File: src/rtl/rlps_pkg.sv
// Constants, register map and state types shared by the ring line and power save block
package rlps_pkg;
   // Clock rate and prescaler tick
   localparam int CLK_MHZ  = 125;               // System clock in MHz
   localparam int TICK_US  = 1000;              // Prescaler tick period in us
   localparam int TICK_DIV = TICK_US * CLK_MHZ; // Clock cycles per tick

   // Times in milliseconds
   localparam int RI_ON_MS      = 1000; // Ring line active interval
   localparam int RI_OFF_MS     = 4000; // Ring line pause during a call
   localparam int WAKE_MS       = 20;   // Wake-up time before lossless reception
   localparam int CYC_ACTIVE_MS = 100;  // Cyclic mode active slot
   localparam int CYC_IDLE_MS   = 900;  // Cyclic mode idle slot
   localparam int AUTO_ANS_MS   = 500;  // Delay of the auto answer

   // Tick counts, least times rounded up
   localparam int CNT_W = 13; // Width of all tick counters
   localparam logic [12:0] RI_ON_TICKS  = 13'((RI_ON_MS * 1000 + TICK_US - 1) / TICK_US);
   localparam logic [12:0] RI_OFF_TICKS = 13'((RI_OFF_MS * 1000 + TICK_US - 1) / TICK_US);
   localparam logic [12:0] WAKE_TICKS   = 13'((WAKE_MS * 1000 + TICK_US - 1) / TICK_US);
   localparam logic [12:0] CYC_A_TICKS  = 13'((CYC_ACTIVE_MS * 1000 + TICK_US - 1) / TICK_US);
   localparam logic [12:0] CYC_I_TICKS  = 13'((CYC_IDLE_MS * 1000 + TICK_US - 1) / TICK_US);
   localparam logic [12:0] AUTO_TICKS   = 13'((AUTO_ANS_MS * 1000 + TICK_US - 1) / TICK_US);

   // Register byte offsets
   localparam logic [7:0] ADR_CTRL   = 8'h00; // Configuration
   localparam logic [7:0] ADR_EVENT  = 8'h04; // Event strobes, write only
   localparam logic [7:0] ADR_STATUS = 8'h08; // Block state, read only
   localparam logic [7:0] ADR_TXD    = 8'h0C; // Outgoing character
   localparam logic [7:0] ADR_RXD    = 8'h10; // Incoming character

   // Control fields
   localparam int CTRL_PS   = 0; // Two bits: power_save_config
   localparam int CTRL_FLOW = 2; // flow_control_on_setting when set
   localparam int CTRL_MSG  = 3; // message_notify_config enable
   localparam int CTRL_EXT  = 4; // extended_ring_config enable
   localparam int CTRL_AUTO = 5; // auto_answer_setting enable
   localparam logic [7:0] CTRL_RESET = 8'h04; // Flow control on, power saving off

   // Event strobe bits
   localparam int EV_CALL   = 0; // Incoming call starts
   localparam int EV_HANGUP = 1; // Call dropped by the far end
   localparam int EV_MSG    = 2; // Short message arrived
   localparam int EV_URC    = 3; // unsolicited_result issued
   localparam int EV_DATA   = 4; // Incoming data arrived
   localparam int EV_ANSWER = 5; // answer_call_command accepted

   // Status bits
   localparam int ST_RI     = 0;
   localparam int ST_CALL   = 1;
   localparam int ST_ACTIVE = 2;
   localparam int ST_UART   = 3;
   localparam int ST_TXPEND = 4;
   localparam int ST_TXBUSY = 5;
   localparam int ST_RTS    = 6;
   localparam int ST_DTR    = 7;
   localparam int ST_MODE   = 8; // Two bits: configuration in force

   // Receive register bits
   localparam int RXD_VALID = 8;
   localparam int RXD_OVR   = 9;

   // Power save configuration codes
   localparam logic [1:0] PSC_OFF   = 2'h0;
   localparam logic [1:0] PSC_CYCLE = 2'h1;
   localparam logic [1:0] PSC_RTS   = 2'h2;
   localparam logic [1:0] PSC_DTR   = 2'h3;

   // Power state
   typedef enum logic [1:0] {
      PS_ACTIVE = 2'b00,
      PS_IDLE   = 2'b01,
      PS_WAKING = 2'b10
   } rlps_ps_t;

   // Ring cadence of an incoming call
   typedef enum logic [1:0] {
      CALL_NONE = 2'b00,
      CALL_ON   = 2'b01,
      CALL_OFF  = 2'b10
   } rlps_call_t;
endpackage : rlps_pkg

File: src/rtl/rlps_tick_if.sv
// Slow time base tick carried from the prescaler to its users
`timescale 1ns/100ps
`default_nettype none
interface rlps_tick_if;
   logic tick; // One-cycle pulse per prescaler period
   modport src (output tick);
   modport snk (input tick);
endinterface : rlps_tick_if
`default_nettype wire

File: src/rtl/rlps_top.sv
// Ring line generator and serial power save control with a Wishbone register slave
`timescale 1ns/100ps
`default_nettype none
module rlps_top #(
   parameter int TICK_DIV  = rlps_pkg::TICK_DIV, // Cycles per slow tick
   parameter bit DTR_PS_OK = 1'b1                // Configuration 3 supported
) (
   input  wire logic        CLK,
   input  wire logic        RST_B,
   input  wire logic        WB_CYC_I,
   input  wire logic        WB_STB_I,
   input  wire logic        WB_WE_I,
   input  wire logic [7:0]  WB_ADR_I,
   input  wire logic [3:0]  WB_SEL_I,
   input  wire logic [31:0] WB_DAT_I,
   output logic      [31:0] WB_DAT_O,
   output logic             WB_ACK_O,
   input  wire logic        RTS_B,
   input  wire logic        DTR_B,
   input  wire logic [7:0]  RXC_DATA,
   input  wire logic        RXC_VALID,
   input  wire logic        TXC_READY,
   input  wire logic        TXC_BUSY,
   output logic      [7:0]  TXC_DATA,
   output logic             TXC_VALID,
   output logic             UART_EN,
   output logic             RI_B
);
   // Reset release through two flip-flops
   logic rst_s1;   // First stage
   logic rst_n;    // Released copy used everywhere

   always_ff @(posedge CLK or negedge RST_B) begin
      if (!RST_B) begin
         rst_s1 <= 1'b0;
         rst_n  <= 1'b0;
      end else begin
         rst_s1 <= 1'b1;
         rst_n  <= rst_s1;
      end
   end

   // Slow time base
   rlps_tick_if tk ();

   rlps_prescaler #(.DIV(TICK_DIV)) u_pre (
      .clk   (CLK),
      .rst_n (rst_n),
      .tk    (tk)
   );

   // Bus slave state
   logic        ack;         // Registered acknowledge
   logic        next_ack;
   logic [31:0] dat;         // Registered read data
   logic [31:0] next_dat;
   logic [31:0] rd_mux;      // Read word for the addressed register
   logic        req;         // Request present
   logic        wr;          // Write takes effect this edge
   logic        rd_done;     // Read completes this edge
   logic [5:0]  ev;          // Event strobes this cycle

   // Configuration and data state
   logic [7:0]  ctrl;        // Control register
   logic [7:0]  next_ctrl;
   logic [7:0]  tx_buf;      // Outgoing character held
   logic [7:0]  next_tx_buf;
   logic        tx_pend;     // Outgoing character waiting
   logic        next_tx_pend;
   logic [7:0]  rx_buf;      // Last received character
   logic [7:0]  next_rx_buf;
   logic        rx_valid;    // Unread character present
   logic        next_rx_valid;
   logic        rx_ovr;      // Unread character lost to a new one
   logic        next_rx_ovr;

   // Call and ring state
   rlps_pkg::rlps_call_t call;
   rlps_pkg::rlps_call_t next_call;
   logic [12:0] ccnt;        // Ticks left in the ring phase
   logic [12:0] next_ccnt;
   logic        first;       // Still in the first ring interval
   logic        next_first;
   logic        auto_hit;    // Auto answer fires
   logic        call_end;    // Call answered or dropped
   logic        evt_trig;    // Event one-shot trigger
   logic        evt_active;  // Event one-shot running
   logic        next_ri_b;

   // Power state
   rlps_pkg::rlps_ps_t ps;
   rlps_pkg::rlps_ps_t next_ps;
   logic [12:0] pcnt;        // Ticks left in the power phase
   logic [12:0] next_pcnt;
   logic [1:0]  eff;         // Configuration in force
   logic [1:0]  next_eff;
   logic [1:0]  mode;        // Configuration for this decision
   logic        line_on;     // Selected control line in ON state
   logic        tx_busy;     // A character is pending or on the wire
   logic        tx_allow;    // New character may start

   assign req      = WB_CYC_I & WB_STB_I;
   assign wr       = req & ack & WB_WE_I;
   assign rd_done  = req & ack & ~WB_WE_I;
   assign ev       = (wr && WB_ADR_I == rlps_pkg::ADR_EVENT && WB_SEL_I[0])
                   ? WB_DAT_I[5:0] : 6'h00;

   // Read word for the addressed register, unmapped reads as zero
   always_comb begin
      rd_mux = 32'h00000000;
      unique case (WB_ADR_I)
         rlps_pkg::ADR_CTRL: begin
            rd_mux[7:0] = ctrl;
         end
         rlps_pkg::ADR_STATUS: begin
            rd_mux[rlps_pkg::ST_RI]         = ~RI_B;
            rd_mux[rlps_pkg::ST_CALL]       = (call != rlps_pkg::CALL_NONE);
            rd_mux[rlps_pkg::ST_ACTIVE]     = (ps == rlps_pkg::PS_ACTIVE);
            rd_mux[rlps_pkg::ST_UART]       = UART_EN;
            rd_mux[rlps_pkg::ST_TXPEND]     = tx_pend;
            rd_mux[rlps_pkg::ST_TXBUSY]     = TXC_BUSY;
            rd_mux[rlps_pkg::ST_RTS]        = ~RTS_B;
            rd_mux[rlps_pkg::ST_DTR]        = ~DTR_B;
            rd_mux[rlps_pkg::ST_MODE +: 2]  = eff;
         end
         rlps_pkg::ADR_TXD: begin
            rd_mux[7:0] = tx_buf;
         end
         rlps_pkg::ADR_RXD: begin
            rd_mux[7:0]                = rx_buf;
            rd_mux[rlps_pkg::RXD_VALID] = rx_valid;
            rd_mux[rlps_pkg::RXD_OVR]   = rx_ovr;
         end
         default: begin
            rd_mux = 32'h00000000;
         end
      endcase
   end

   // Acknowledge one cycle after the request, drop it the cycle after
   always_comb begin
      next_ack = req & ~ack;
      next_dat = (req & ~ack) ? rd_mux : dat;
   end

   always_ff @(posedge CLK or negedge rst_n) begin
      if (!rst_n) begin
         ack <= 1'b0;
         dat <= 32'h00000000;
      end else begin
         ack <= next_ack;
         dat <= next_dat;
      end
   end

   assign WB_ACK_O = ack;
   assign WB_DAT_O = dat;

   // Control, transmit holding and receive registers
   always_comb begin
      next_ctrl     = ctrl;
      next_tx_buf   = tx_buf;
      next_tx_pend  = tx_pend;
      next_rx_buf   = rx_buf;
      next_rx_valid = rx_valid;
      next_rx_ovr   = rx_ovr;
      // Configuration write, code 3 refused where unsupported
      if (wr && WB_ADR_I == rlps_pkg::ADR_CTRL && WB_SEL_I[0]) begin
         next_ctrl = WB_DAT_I[7:0] & 8'h3F;
         if (WB_DAT_I[1:0] == rlps_pkg::PSC_DTR && !DTR_PS_OK) begin
            next_ctrl[rlps_pkg::CTRL_PS +: 2] = ctrl[rlps_pkg::CTRL_PS +: 2];
         end
      end
      // Serializer took the character
      if (TXC_VALID && TXC_READY) begin
         next_tx_pend = 1'b0;
      end
      // New character only into an empty holding register
      if (wr && WB_ADR_I == rlps_pkg::ADR_TXD && WB_SEL_I[0] && !tx_pend) begin
         next_tx_buf  = WB_DAT_I[7:0];
         next_tx_pend = 1'b1;
      end
      // Reading the receive register clears its flags
      if (rd_done && WB_ADR_I == rlps_pkg::ADR_RXD) begin
         next_rx_valid = 1'b0;
         next_rx_ovr   = 1'b0;
      end
      // Reception only when fully awake; a new character wins over the clear
      if (RXC_VALID && ps == rlps_pkg::PS_ACTIVE) begin
         next_rx_buf   = RXC_DATA;
         next_rx_valid = 1'b1;
         if (rx_valid && !rd_done) begin
            next_rx_ovr = 1'b1;
         end
      end
   end

   always_ff @(posedge CLK or negedge rst_n) begin
      if (!rst_n) begin
         ctrl     <= rlps_pkg::CTRL_RESET;
         tx_buf   <= 8'h00;
         tx_pend  <= 1'b0;
         rx_buf   <= 8'h00;
         rx_valid <= 1'b0;
         rx_ovr   <= 1'b0;
      end else begin
         ctrl     <= next_ctrl;
         tx_buf   <= next_tx_buf;
         tx_pend  <= next_tx_pend;
         rx_buf   <= next_rx_buf;
         rx_valid <= next_rx_valid;
         rx_ovr   <= next_rx_ovr;
      end
   end

   // Transmit gate: awake, and request-to-send ON when flow control is on
   assign tx_allow  = (ps == rlps_pkg::PS_ACTIVE)
                    & (~ctrl[rlps_pkg::CTRL_FLOW] | ~RTS_B);
   assign TXC_VALID = tx_pend & tx_allow;
   assign TXC_DATA  = tx_buf;
   assign tx_busy   = tx_pend | TXC_BUSY;

   // Call cadence, ring phases independent of any ring message
   assign auto_hit = ctrl[rlps_pkg::CTRL_AUTO] & first & (call == rlps_pkg::CALL_ON) & tk.tick
                   & (ccnt == rlps_pkg::RI_ON_TICKS - rlps_pkg::AUTO_TICKS + 13'h0001);
   assign call_end = ev[rlps_pkg::EV_ANSWER] | ev[rlps_pkg::EV_HANGUP] | auto_hit;

   always_comb begin
      next_call  = call;
      next_ccnt  = ccnt;
      next_first = first;
      unique case (call)
         rlps_pkg::CALL_NONE: begin
            // Call start opens an active phase
            if (ev[rlps_pkg::EV_CALL]) begin
               next_call  = rlps_pkg::CALL_ON;
               next_ccnt  = rlps_pkg::RI_ON_TICKS;
               next_first = 1'b1;
            end
         end
         rlps_pkg::CALL_ON: begin
            // Answer releases the line at once
            if (call_end) begin
               next_call = rlps_pkg::CALL_NONE;
            end else if (tk.tick) begin
               if (ccnt == 13'h0001) begin
                  next_call  = rlps_pkg::CALL_OFF;
                  next_ccnt  = rlps_pkg::RI_OFF_TICKS;
                  next_first = 1'b0;
               end else begin
                  next_ccnt = ccnt - 13'h0001;
               end
            end
         end
         rlps_pkg::CALL_OFF: begin
            // Pause then ring again until answered or dropped
            if (call_end) begin
               next_call = rlps_pkg::CALL_NONE;
            end else if (tk.tick) begin
               if (ccnt == 13'h0001) begin
                  next_call = rlps_pkg::CALL_ON;
                  next_ccnt = rlps_pkg::RI_ON_TICKS;
               end else begin
                  next_ccnt = ccnt - 13'h0001;
               end
            end
         end
         default: begin
            next_call = rlps_pkg::CALL_NONE;
         end
      endcase
   end

   // Message and extended events share one retriggerable interval
   assign evt_trig = (ctrl[rlps_pkg::CTRL_MSG] & ev[rlps_pkg::EV_MSG])
                   | (ctrl[rlps_pkg::CTRL_EXT]
                      & (ev[rlps_pkg::EV_URC] | ev[rlps_pkg::EV_DATA]));

   rlps_retrig #(.LEN(rlps_pkg::RI_ON_TICKS)) u_evt (
      .clk    (CLK),
      .rst_n  (rst_n),
      .tk     (tk),
      .trig   (evt_trig),
      .active (evt_active)
   );

   // Ring line is active low
   assign next_ri_b = ~((call == rlps_pkg::CALL_ON) | evt_active);

   always_ff @(posedge CLK or negedge rst_n) begin
      if (!rst_n) begin
         call  <= rlps_pkg::CALL_NONE;
         ccnt  <= 13'h0000;
         first <= 1'b0;
         RI_B  <= 1'b1;
      end else begin
         call  <= next_call;
         ccnt  <= next_ccnt;
         first <= next_first;
         RI_B  <= next_ri_b;
      end
   end

   // While awake, a new configuration is only picked up with no character in flight
   assign mode    = (ps == rlps_pkg::PS_ACTIVE && tx_busy)
                  ? eff : ctrl[rlps_pkg::CTRL_PS +: 2];
   assign line_on = (mode == rlps_pkg::PSC_DTR) ? ~DTR_B : ~RTS_B;

   // Power state machine
   always_comb begin
      next_ps   = ps;
      next_pcnt = pcnt;
      next_eff  = mode;
      unique case (ps)
         rlps_pkg::PS_ACTIVE: begin
            if (mode == rlps_pkg::PSC_CYCLE) begin
               // Active slot runs out, idle once nothing is in flight
               if (tk.tick && pcnt > 13'h0001) begin
                  next_pcnt = pcnt - 13'h0001;
               end
               if (pcnt <= 13'h0001 && !tx_busy) begin
                  next_ps   = rlps_pkg::PS_IDLE;
                  next_pcnt = rlps_pkg::CYC_I_TICKS;
               end
            end else if (mode != rlps_pkg::PSC_OFF) begin
               // Line OFF lets the block sleep
               if (!line_on && !tx_busy) begin
                  next_ps = rlps_pkg::PS_IDLE;
               end
            end
         end
         rlps_pkg::PS_IDLE: begin
            if (mode == rlps_pkg::PSC_OFF) begin
               next_ps = rlps_pkg::PS_ACTIVE;
            end else if (mode == rlps_pkg::PSC_CYCLE) begin
               // Idle slot, then a fresh active slot
               if (tk.tick) begin
                  if (pcnt <= 13'h0001) begin
                     next_ps   = rlps_pkg::PS_ACTIVE;
                     next_pcnt = rlps_pkg::CYC_A_TICKS;
                  end else begin
                     next_pcnt = pcnt - 13'h0001;
                  end
               end
            end else if (line_on) begin
               // Line went ON: start the wake-up time
               next_ps   = rlps_pkg::PS_WAKING;
               next_pcnt = rlps_pkg::WAKE_TICKS;
            end
         end
         rlps_pkg::PS_WAKING: begin
            if (mode == rlps_pkg::PSC_OFF || mode == rlps_pkg::PSC_CYCLE) begin
               next_ps   = rlps_pkg::PS_ACTIVE;
               next_pcnt = rlps_pkg::CYC_A_TICKS;
            end else if (!line_on) begin
               next_ps = rlps_pkg::PS_IDLE;
            end else if (tk.tick) begin
               if (pcnt <= 13'h0001) begin
                  next_ps = rlps_pkg::PS_ACTIVE;
               end else begin
                  next_pcnt = pcnt - 13'h0001;
               end
            end
         end
         default: begin
            next_ps = rlps_pkg::PS_ACTIVE;
         end
      endcase
   end

   always_ff @(posedge CLK or negedge rst_n) begin
      if (!rst_n) begin
         ps   <= rlps_pkg::PS_ACTIVE;
         pcnt <= 13'h0000;
         eff  <= rlps_pkg::PSC_OFF;
      end else begin
         ps   <= next_ps;
         pcnt <= next_pcnt;
         eff  <= next_eff;
      end
   end

   // Serial interface enabled except while idle
   assign UART_EN = (ps != rlps_pkg::PS_IDLE);
endmodule : rlps_top
`default_nettype wire

File: src/rtl/rlps_prescaler.sv
// Free-running prescaler that makes the slow tick
`timescale 1ns/100ps
`default_nettype none
module rlps_prescaler #(
   parameter int DIV = rlps_pkg::TICK_DIV
) (
   input wire logic clk,
   input wire logic rst_n,
   rlps_tick_if.src tk
);
   localparam int W = (DIV > 2) ? $clog2(DIV) : 1;

   // Refuse ratios the counter cannot serve
   if (DIV < 2) begin : g_chk
      $error("Prescaler ratio must be at least 2");
   end

   logic [W-1:0] cnt;      // Cycles left in this period
   logic [W-1:0] next_cnt;
   logic         next_tick;
   logic         tick_q;   // Registered tick

   // Count down and reload, tick on wrap
   always_comb begin
      next_tick = (cnt == '0);
      next_cnt  = next_tick ? W'(DIV - 1) : cnt - 1'b1;
   end

   // Registers only
   always_ff @(posedge clk or negedge rst_n) begin
      if (!rst_n) begin
         cnt    <= '0;
         tick_q <= 1'b0;
      end else begin
         cnt    <= next_cnt;
         tick_q <= next_tick;
      end
   end

   assign tk.tick = tick_q;
endmodule : rlps_prescaler
`default_nettype wire

File: src/rtl/rlps_retrig.sv
// Retriggerable one-shot counted in slow ticks
`timescale 1ns/100ps
`default_nettype none
module rlps_retrig #(
   parameter logic [12:0] LEN = rlps_pkg::RI_ON_TICKS
) (
   input  wire logic clk,
   input  wire logic rst_n,
   rlps_tick_if.snk  tk,
   input  wire logic trig,
   output logic      active
);
   // Refuse a zero length
   if (LEN == 13'h0000) begin : g_chk
      $error("One-shot length must be nonzero");
   end

   logic [12:0] cnt;      // Ticks left of the active interval
   logic [12:0] next_cnt;

   // Each trigger reloads the full interval, the line never drops between
   always_comb begin
      next_cnt = cnt;
      if (trig) begin
         next_cnt = LEN;
      end else if (tk.tick && cnt != 13'h0000) begin
         next_cnt = cnt - 13'h0001;
      end
   end

   // Registers only
   always_ff @(posedge clk or negedge rst_n) begin
      if (!rst_n) begin
         cnt <= 13'h0000;
      end else begin
         cnt <= next_cnt;
      end
   end

   assign active = (cnt != 13'h0000);
endmodule : rlps_retrig
`default_nettype wire

File: config.mk
export PLATFORM = sky130hd
export DESIGN_NAME = rlps_top
export DESIGN_NICKNAME = d
export VERILOG_FILES = /design/src/rtl/rlps_pkg.sv /design/src/rtl/rlps_tick_if.sv /design/src/rtl/rlps_top.sv /design/src/rtl/rlps_prescaler.sv /design/src/rtl/rlps_retrig.sv
export SDC_FILE = /design/constraint.sdc
export NUM_CORES = 1
export LEC_CHECK = 0
export BUFFER_PORTS_ARGS = -buffer_cell sky130_fd_sc_hd__buf_2
export CORE_UTILIZATION = 51
export DETAILED_ROUTE_END_ITERATION = 10
export PLACE_DENSITY = 0.77
export SLEW_MARGIN = 20
export SYNTH_ARGS = -nofsm -noshare
export SYNTH_HDL_FRONTEND = slang
export SYNTH_SLANG_ARGS = --single-unit
export TNS_END_PERCENT = 5
File: constraint.sdc
create_clock -name CLK -period 3.2 [get_ports CLK]
set_input_delay 0.16 -clock CLK [delete_from_list [all_inputs] [get_ports CLK]]
set_output_delay 0.16 -clock CLK [all_outputs]
set_load 0.02 [all_outputs]
# Word level (Yosys, flattened, before mapping)
# Cells that the tools add are included.
[op_classes] add_sub_neg=4 n_mux=61 eq_ne=35 bitwise=27 reduce_logical=40 order_cmp=2
[ops] cell="2-to-1 mux 13 bit" count=21
[ops] cell="one-hot mux 13 bit (3 select lines)" count=2
[ops] cell="subtractor 13 x 1 -> 13 bit, second input constant" count=3
[ops] cell="2-to-1 mux 2 bit" count=19
[ops] cell="one-hot mux 8 bit (4 select lines)" count=1
[ops] cell="logical NOT 17 bit" count=1
[ops] cell="2-to-1 mux 17 bit" count=1
[ops] cell="subtractor 17 x 1 -> 17 bit, second input constant" count=1
[ops] cell="== test 8 x 4 -> 1 bit, second input constant" count=2
[ops] cell="logical AND 1 bit" count=16
[ops] cell="inequality test 3 x 2 -> 1 bit, second input constant" count=5
[ops] cell="inequality test 3 bit, second input constant" count=5
[ops] cell="AND 1 bit" count=13
[ops] cell="== test 13 x 1 -> 1 bit, second input constant" count=1
[ops] cell="== test 13 x 9 -> 1 bit, second input constant" count=1
[ops] cell="greater-than comparator 13 x 1 -> 1 bit, second input constant" count=1
[ops] cell="less-or-equal comparator 13 x 1 -> 1 bit, second input constant" count=1
[ops] cell="nonzero test 13 bit" count=1
[ops] cell="2-to-1 mux 1 bit" count=12
[ops] cell="one-hot mux 2 bit (3 select lines)" count=2
[ops] cell="nonzero test 2 bit" count=6
[ops] cell="inequality test 2 bit, second input constant" count=5
[ops] cell="AND reduction 5 bit" count=2
[ops] cell="inequality test 3 x 1 -> 1 bit, second input constant" count=3
[ops] cell="other kinds (19)" count=44
[totals] in_bits=62 output_inout_bits=44 ff_bits=103 elab_cells=189

# Logic depth before layout (Yosys ltp)
[logic_depth] depth_word=11 depth_mapped=11 depth_no_buf=9

# Modules after synthesis
# A second synthesis with hierarchy kept.
[hier_totals] hier_cells=638 hier_area_um2=6084.6
[by_module_without_submodules] module="rlps_top" cells_each=481 seq_area_each_um2=1804.2 area_each_um2=4460.5 instances=1
[by_module_without_submodules] module="rlps_prescaler" cells_each=84 seq_area_each_um2=450.4 area_each_um2=883.3 instances=1
[by_module_without_submodules] module="rlps_retrig" cells_each=73 seq_area_each_um2=325.3 area_each_um2=740.7 instances=1

# Least setup slack after synthesis
# No wires, ideal clock.
[synth_path] path_kind="register to register" startpoint="register ps[1]" endpoint="register pcnt[5]" path_stages_with_launch=11 path_buffers=1 t_required_ns=3.075 path_slack_ns=0.748 period_less_slack_ns=2.452 setup_ns=0.125 arrival_ns=2.327 cell_sequence="dfrtp_1 inv_1 ha_1 buf_2 o21ai_1 mux2i_1 inv_1 o311ai_1 o21bai_4 nor2_4 mux2_4"
[synth_via] elab_chain_len=7 elab_cells_between_ends=24 classes_between="eq/ne (12); mux (6); reduce/logical (6)"
[synth_rtl] item="start, declared" line_no="rlps_top.sv:91" text="rlps_pkg::rlps_ps_t ps;"
[synth_rtl] item="start signal, assigned" line_no="rlps_top.sv:373" text="ps <= rlps_pkg::PS_ACTIVE;"
[synth_rtl] item="start signal, assigned" line_no="rlps_top.sv:377" text="ps <= next_ps;"
[synth_rtl] item="logical NOT 2 bit *" line_no="rlps_top.sv:305" text="assign mode = (ps == rlps_pkg::PS_ACTIVE && tx_busy)"
[synth_rtl] item="logical AND 1 bit *" line_no="rlps_top.sv:305"
[synth_rtl] item="2-to-1 mux 2 bit *" line_no="rlps_top.sv:306" text="? eff : ctrl[rlps_pkg::CTRL_PS +: 2];"
[synth_rtl] item="net mode[1]" line_no="rlps_top.sv:97" text="logic [1:0] mode;"
[synth_rtl] item="== test 2 bit, or another cell as far along" line_no="rlps_top.sv:307" text="assign line_on = (mode == rlps_pkg::PSC_DTR) ? ~DTR_B : ~RTS_B;"
[synth_rtl] item="2-to-1 mux 1 bit, or another cell as far along" line_no="rlps_top.sv:307"
[synth_rtl] item="inequality test 3 bit (no source line), or another cell as far along"
[synth_rtl] item="AND reduction 9 bit (no source line) or one-hot mux 13 bit (3 select lines) (tied branches)"
[synth_rtl] item="end signal, assigned" line_no="rlps_top.sv:378" text="pcnt <= next_pcnt;"
[synth_rtl] item="end, declared" line_no="rlps_top.sv:93" text="logic [12:0] pcnt;"
# Mark *: on every way through the listed nets, which the timed path passes. The rest lies on a longest branch. The select of a mux whose other input is x is not followed.
# A chain may end at the register's enable or synchronous reset.

# Worst setup path after layout
[layout_path] startpoint="register ps[0]" endpoint="register pcnt[2]"
# The elaborated chain is that of the path after synthesis.

==> impl_results.md <==
* DRC Markers at 11
* Yosys warns at 0
* Width of the die at 111 microns
* Vias in the first global route at about 4800
* Synth top area cells: dfrtp_1 41%, mux2_2 4.2%, nand2_1 3.5%
* Final Max Tran Viols at 0
* EDFF count, synth at 0
* Clk sinks at 103
* Total GRT Usage at 0.230
* PwrDens at around 570 mW/mm^2
* CP Max Fanout at 10
* Fin. Hold Viols at 0
* CP Launch Type: register
* Worst slack, placed at 0.431 ns
* Placed inst area at 0.00644 sq mm
* Worst skew pair latency at 0.36 ns
* Post-DR vias/cell at approximately 6
* Initial Utilization at 0.529
* Nets at 763
* Core area at approximately 0.012 sq mm
* DR vias at slightly above 5000
* Rel. slew slack at 0.480
* Worst setup margin at 0.336 ns
* Root Buffer: clkbuf_16
* Critical path class: reg2reg
* Grt ovf at 0
* Row count at 39
* Flop-to-flop setup slack at 0.34 ns
* Area fraction of the dominant cell type after synthesis at 0.413
* Initial DRC count at between 300 and 400
* CP Launch Point: ps[0]
* IR drop worst, VDD at approximately 0.28 mV
* Total CTS buffers at 9
* Status: complete, but fails checks
* Largest net degree at the start of global routing at 60
* Post-synth cell types at 83
* Max_cap viols at 0
* RSZ-0062 raised after global routing: false
* H-tree level count at 3
* Cell Count, Final, Fillers Out at 834
* Total length of routed wires at 13600 microns
* Post-synthesis instance total at 637
* Post-CTS Setup Inserts at 0
* Antenna violations before repair at 0
* RePlAce Congestion at 0.909
* Total Neg Setup Slack at 0 ns
* Tightest Pin Transition at 0.775 ns
* Max Fclk at 349 MHz
* Post-Syn Area at 0.00611 sq mm
* Synth area leader: dfrtp_1
* Ant diodes at 0
* Most common cell in the netlist: dfrtp_1
* Die height at roughly 110 microns
* Port Buffers at 56
* Yosys reg bits at 103
* Leakage at 0.00300 uW
* Ys async rst share at 1.00
* Num ports at 106
* Crit path to: pcnt[2]
* First-pass GRT wire length at 23300 microns
* Share of cells above drive strength 1 at 0.191
* Synth cell count leaders: 101 x dfrtp_1, 57 x nand2_1, 43 x nor2_1, 31 x inv_1, 30 x a21oi_1
* Dpl hpwl at 9840 microns
* Crit path time final at 2.86 ns
* Seq/Total Area, Yosys at 0.422
* Syn avg cell area at 9.60 sq um
* R2R Path Start: ps[0]
* Worst Skew at 0.0107 ns
* CTS Buffer Depth at 2
* CP required at around 3.5 ns
* Clock transition at path regs at 0.07 ns
* Reg-to-reg endpoint: pcnt[2]
* Final Instance Area at 0.00675 sq mm
* Failing checks: DRC
* Min-delay worst type: in2reg
* Worst reg2reg path depth at 9
* Routed wire per std cell at ~16 microns
* Area grow syn2layout at 10.4%
* CP arrival at roughly 3.1 ns
* TritonCTS clock tree: done
* Detail Route Antenna Nets at 0
* Main synth FF type: dfrtp_1
* Final period utilization at 0.895
* Setup violations, final at 0
* Critical path endpoint category: register
* Die footprint at 0.0124 sq mm
* Inst Count DP at 818
* Drt pass-1 iters at 9
## cells in the final DEF, fill, tap and decap left out, drive strengths merged, types with 4 or more instances in the layout
master / instances
a31oi: 10
xnor2: 14
or3: 10
a22o: 13
or4: 9
dfrtp: 101
nand2b: 7
o31ai: 5
o21ai: 32
mux2: 26
nor2: 45
nand4: 7
ha: 14
xor2: 9
clkbuf: 10
and3: 11
nor4: 14
inv: 31
conb: 23
and2: 4
or2: 7
nor3b: 5
nor3: 16
a21oi: 30
a211o: 4
o211ai: 14
nand2: 57
mux2i: 4
a21o: 5
nand4b: 4
buf: 63
nand3: 13
a211oi: 6
a22oi: 9
## worst max-delay path, cell delays in order (launching register included)
cell      delay (ns)
dfrtp_1         0.39
inv_1           0.10
ha_1            0.28
o21ai_1         0.20
mux2i_1         0.44
inv_1           0.12
o311ai_1        0.51
o21ba_1         0.34
a31oi_1         0.21
nor3b_2         0.19
## what timing repair did
action,in CTS,in global routing
gates resized for setup,0,0
hold endpoints to repair,2,0
hold buffers,1,0
## power by group
group	switching, uW	internal, uW
Clock	476	623
Sequential	140	1430
Combinational	717	479
## how the worst min path moves through the flow
| stage | startpoint | to | slack, ns | cells after the start |
|---|---|---|---|---|
| floorplan | RST_B | rst_n | -0.14 | 0 |
| global placement | RST_B | rst_s1 | -0.06 | 1 |
| detailed placement | RST_B | rst_s1 | -0.05 | 1 |
| CTS | RXC_DATA[2] | rx_buf[2] | 0.03 | 2 |
| global route | RXC_DATA[4] | rx_buf[4] | 0.04 | 2 |
| finish | RXC_DATA[2] | rx_buf[2] | 0.04 | 2 |
## registers in the layout, summed over array words and instances, names as in the netlist, 2 cells and up
signal,flops
ctrl,6
eff,2
u_evt.cnt,13
pcnt,13
TXC_DATA,8
WB_DAT_O,10
ps,2
ccnt,13
call,2
rx_buf,8
u_pre.cnt,17
## area by class of cell
cell class | count | area [sq um]
timing repair buffer | 64 | 355
multi-input combinational | 478 | 3220
fill | 946 | 4810
clock inverter | 5 | 58.8
inverter | 31 | 116
clock buffer | 10 | 239
sequential | 103 | 2580
tap | 143 | 179
## through the flow
step / hold slack [ns] / total power, uW / utilization
floorplan: -0.136 / 2530 / -
global placement: -0.0551 / 2710 / 0.557
detailed placement: -0.0527 / 2760 / 0.557
CTS: 0.0254 / 3880 / 0.584
global route: 0.0447 / 4080 / 0.584
finish: 0.0366 / 3870 / 0.584
## cell families after synthesis
kind of cell	after synthesis	synth area share
mux	30	0.0557
fa+ha+maj	14	0.0286
other cells	2	0.00123
simple gates	221	0.197
xor+xnor	23	0.0329
compound gates	167	0.198
flops	103	0.422
buf+inv	77	0.0643
## metal layers
metal	vias to the layer above	GRT usage	share of wire
li1	2397	-	-
met1	2491	0.308	0.45
met2	197	0.377	0.48
met3	21	0.0386	0.056
met4	0	0.0829	0.017
met5	-	0	0
Power figures use the tool's default switching activity.
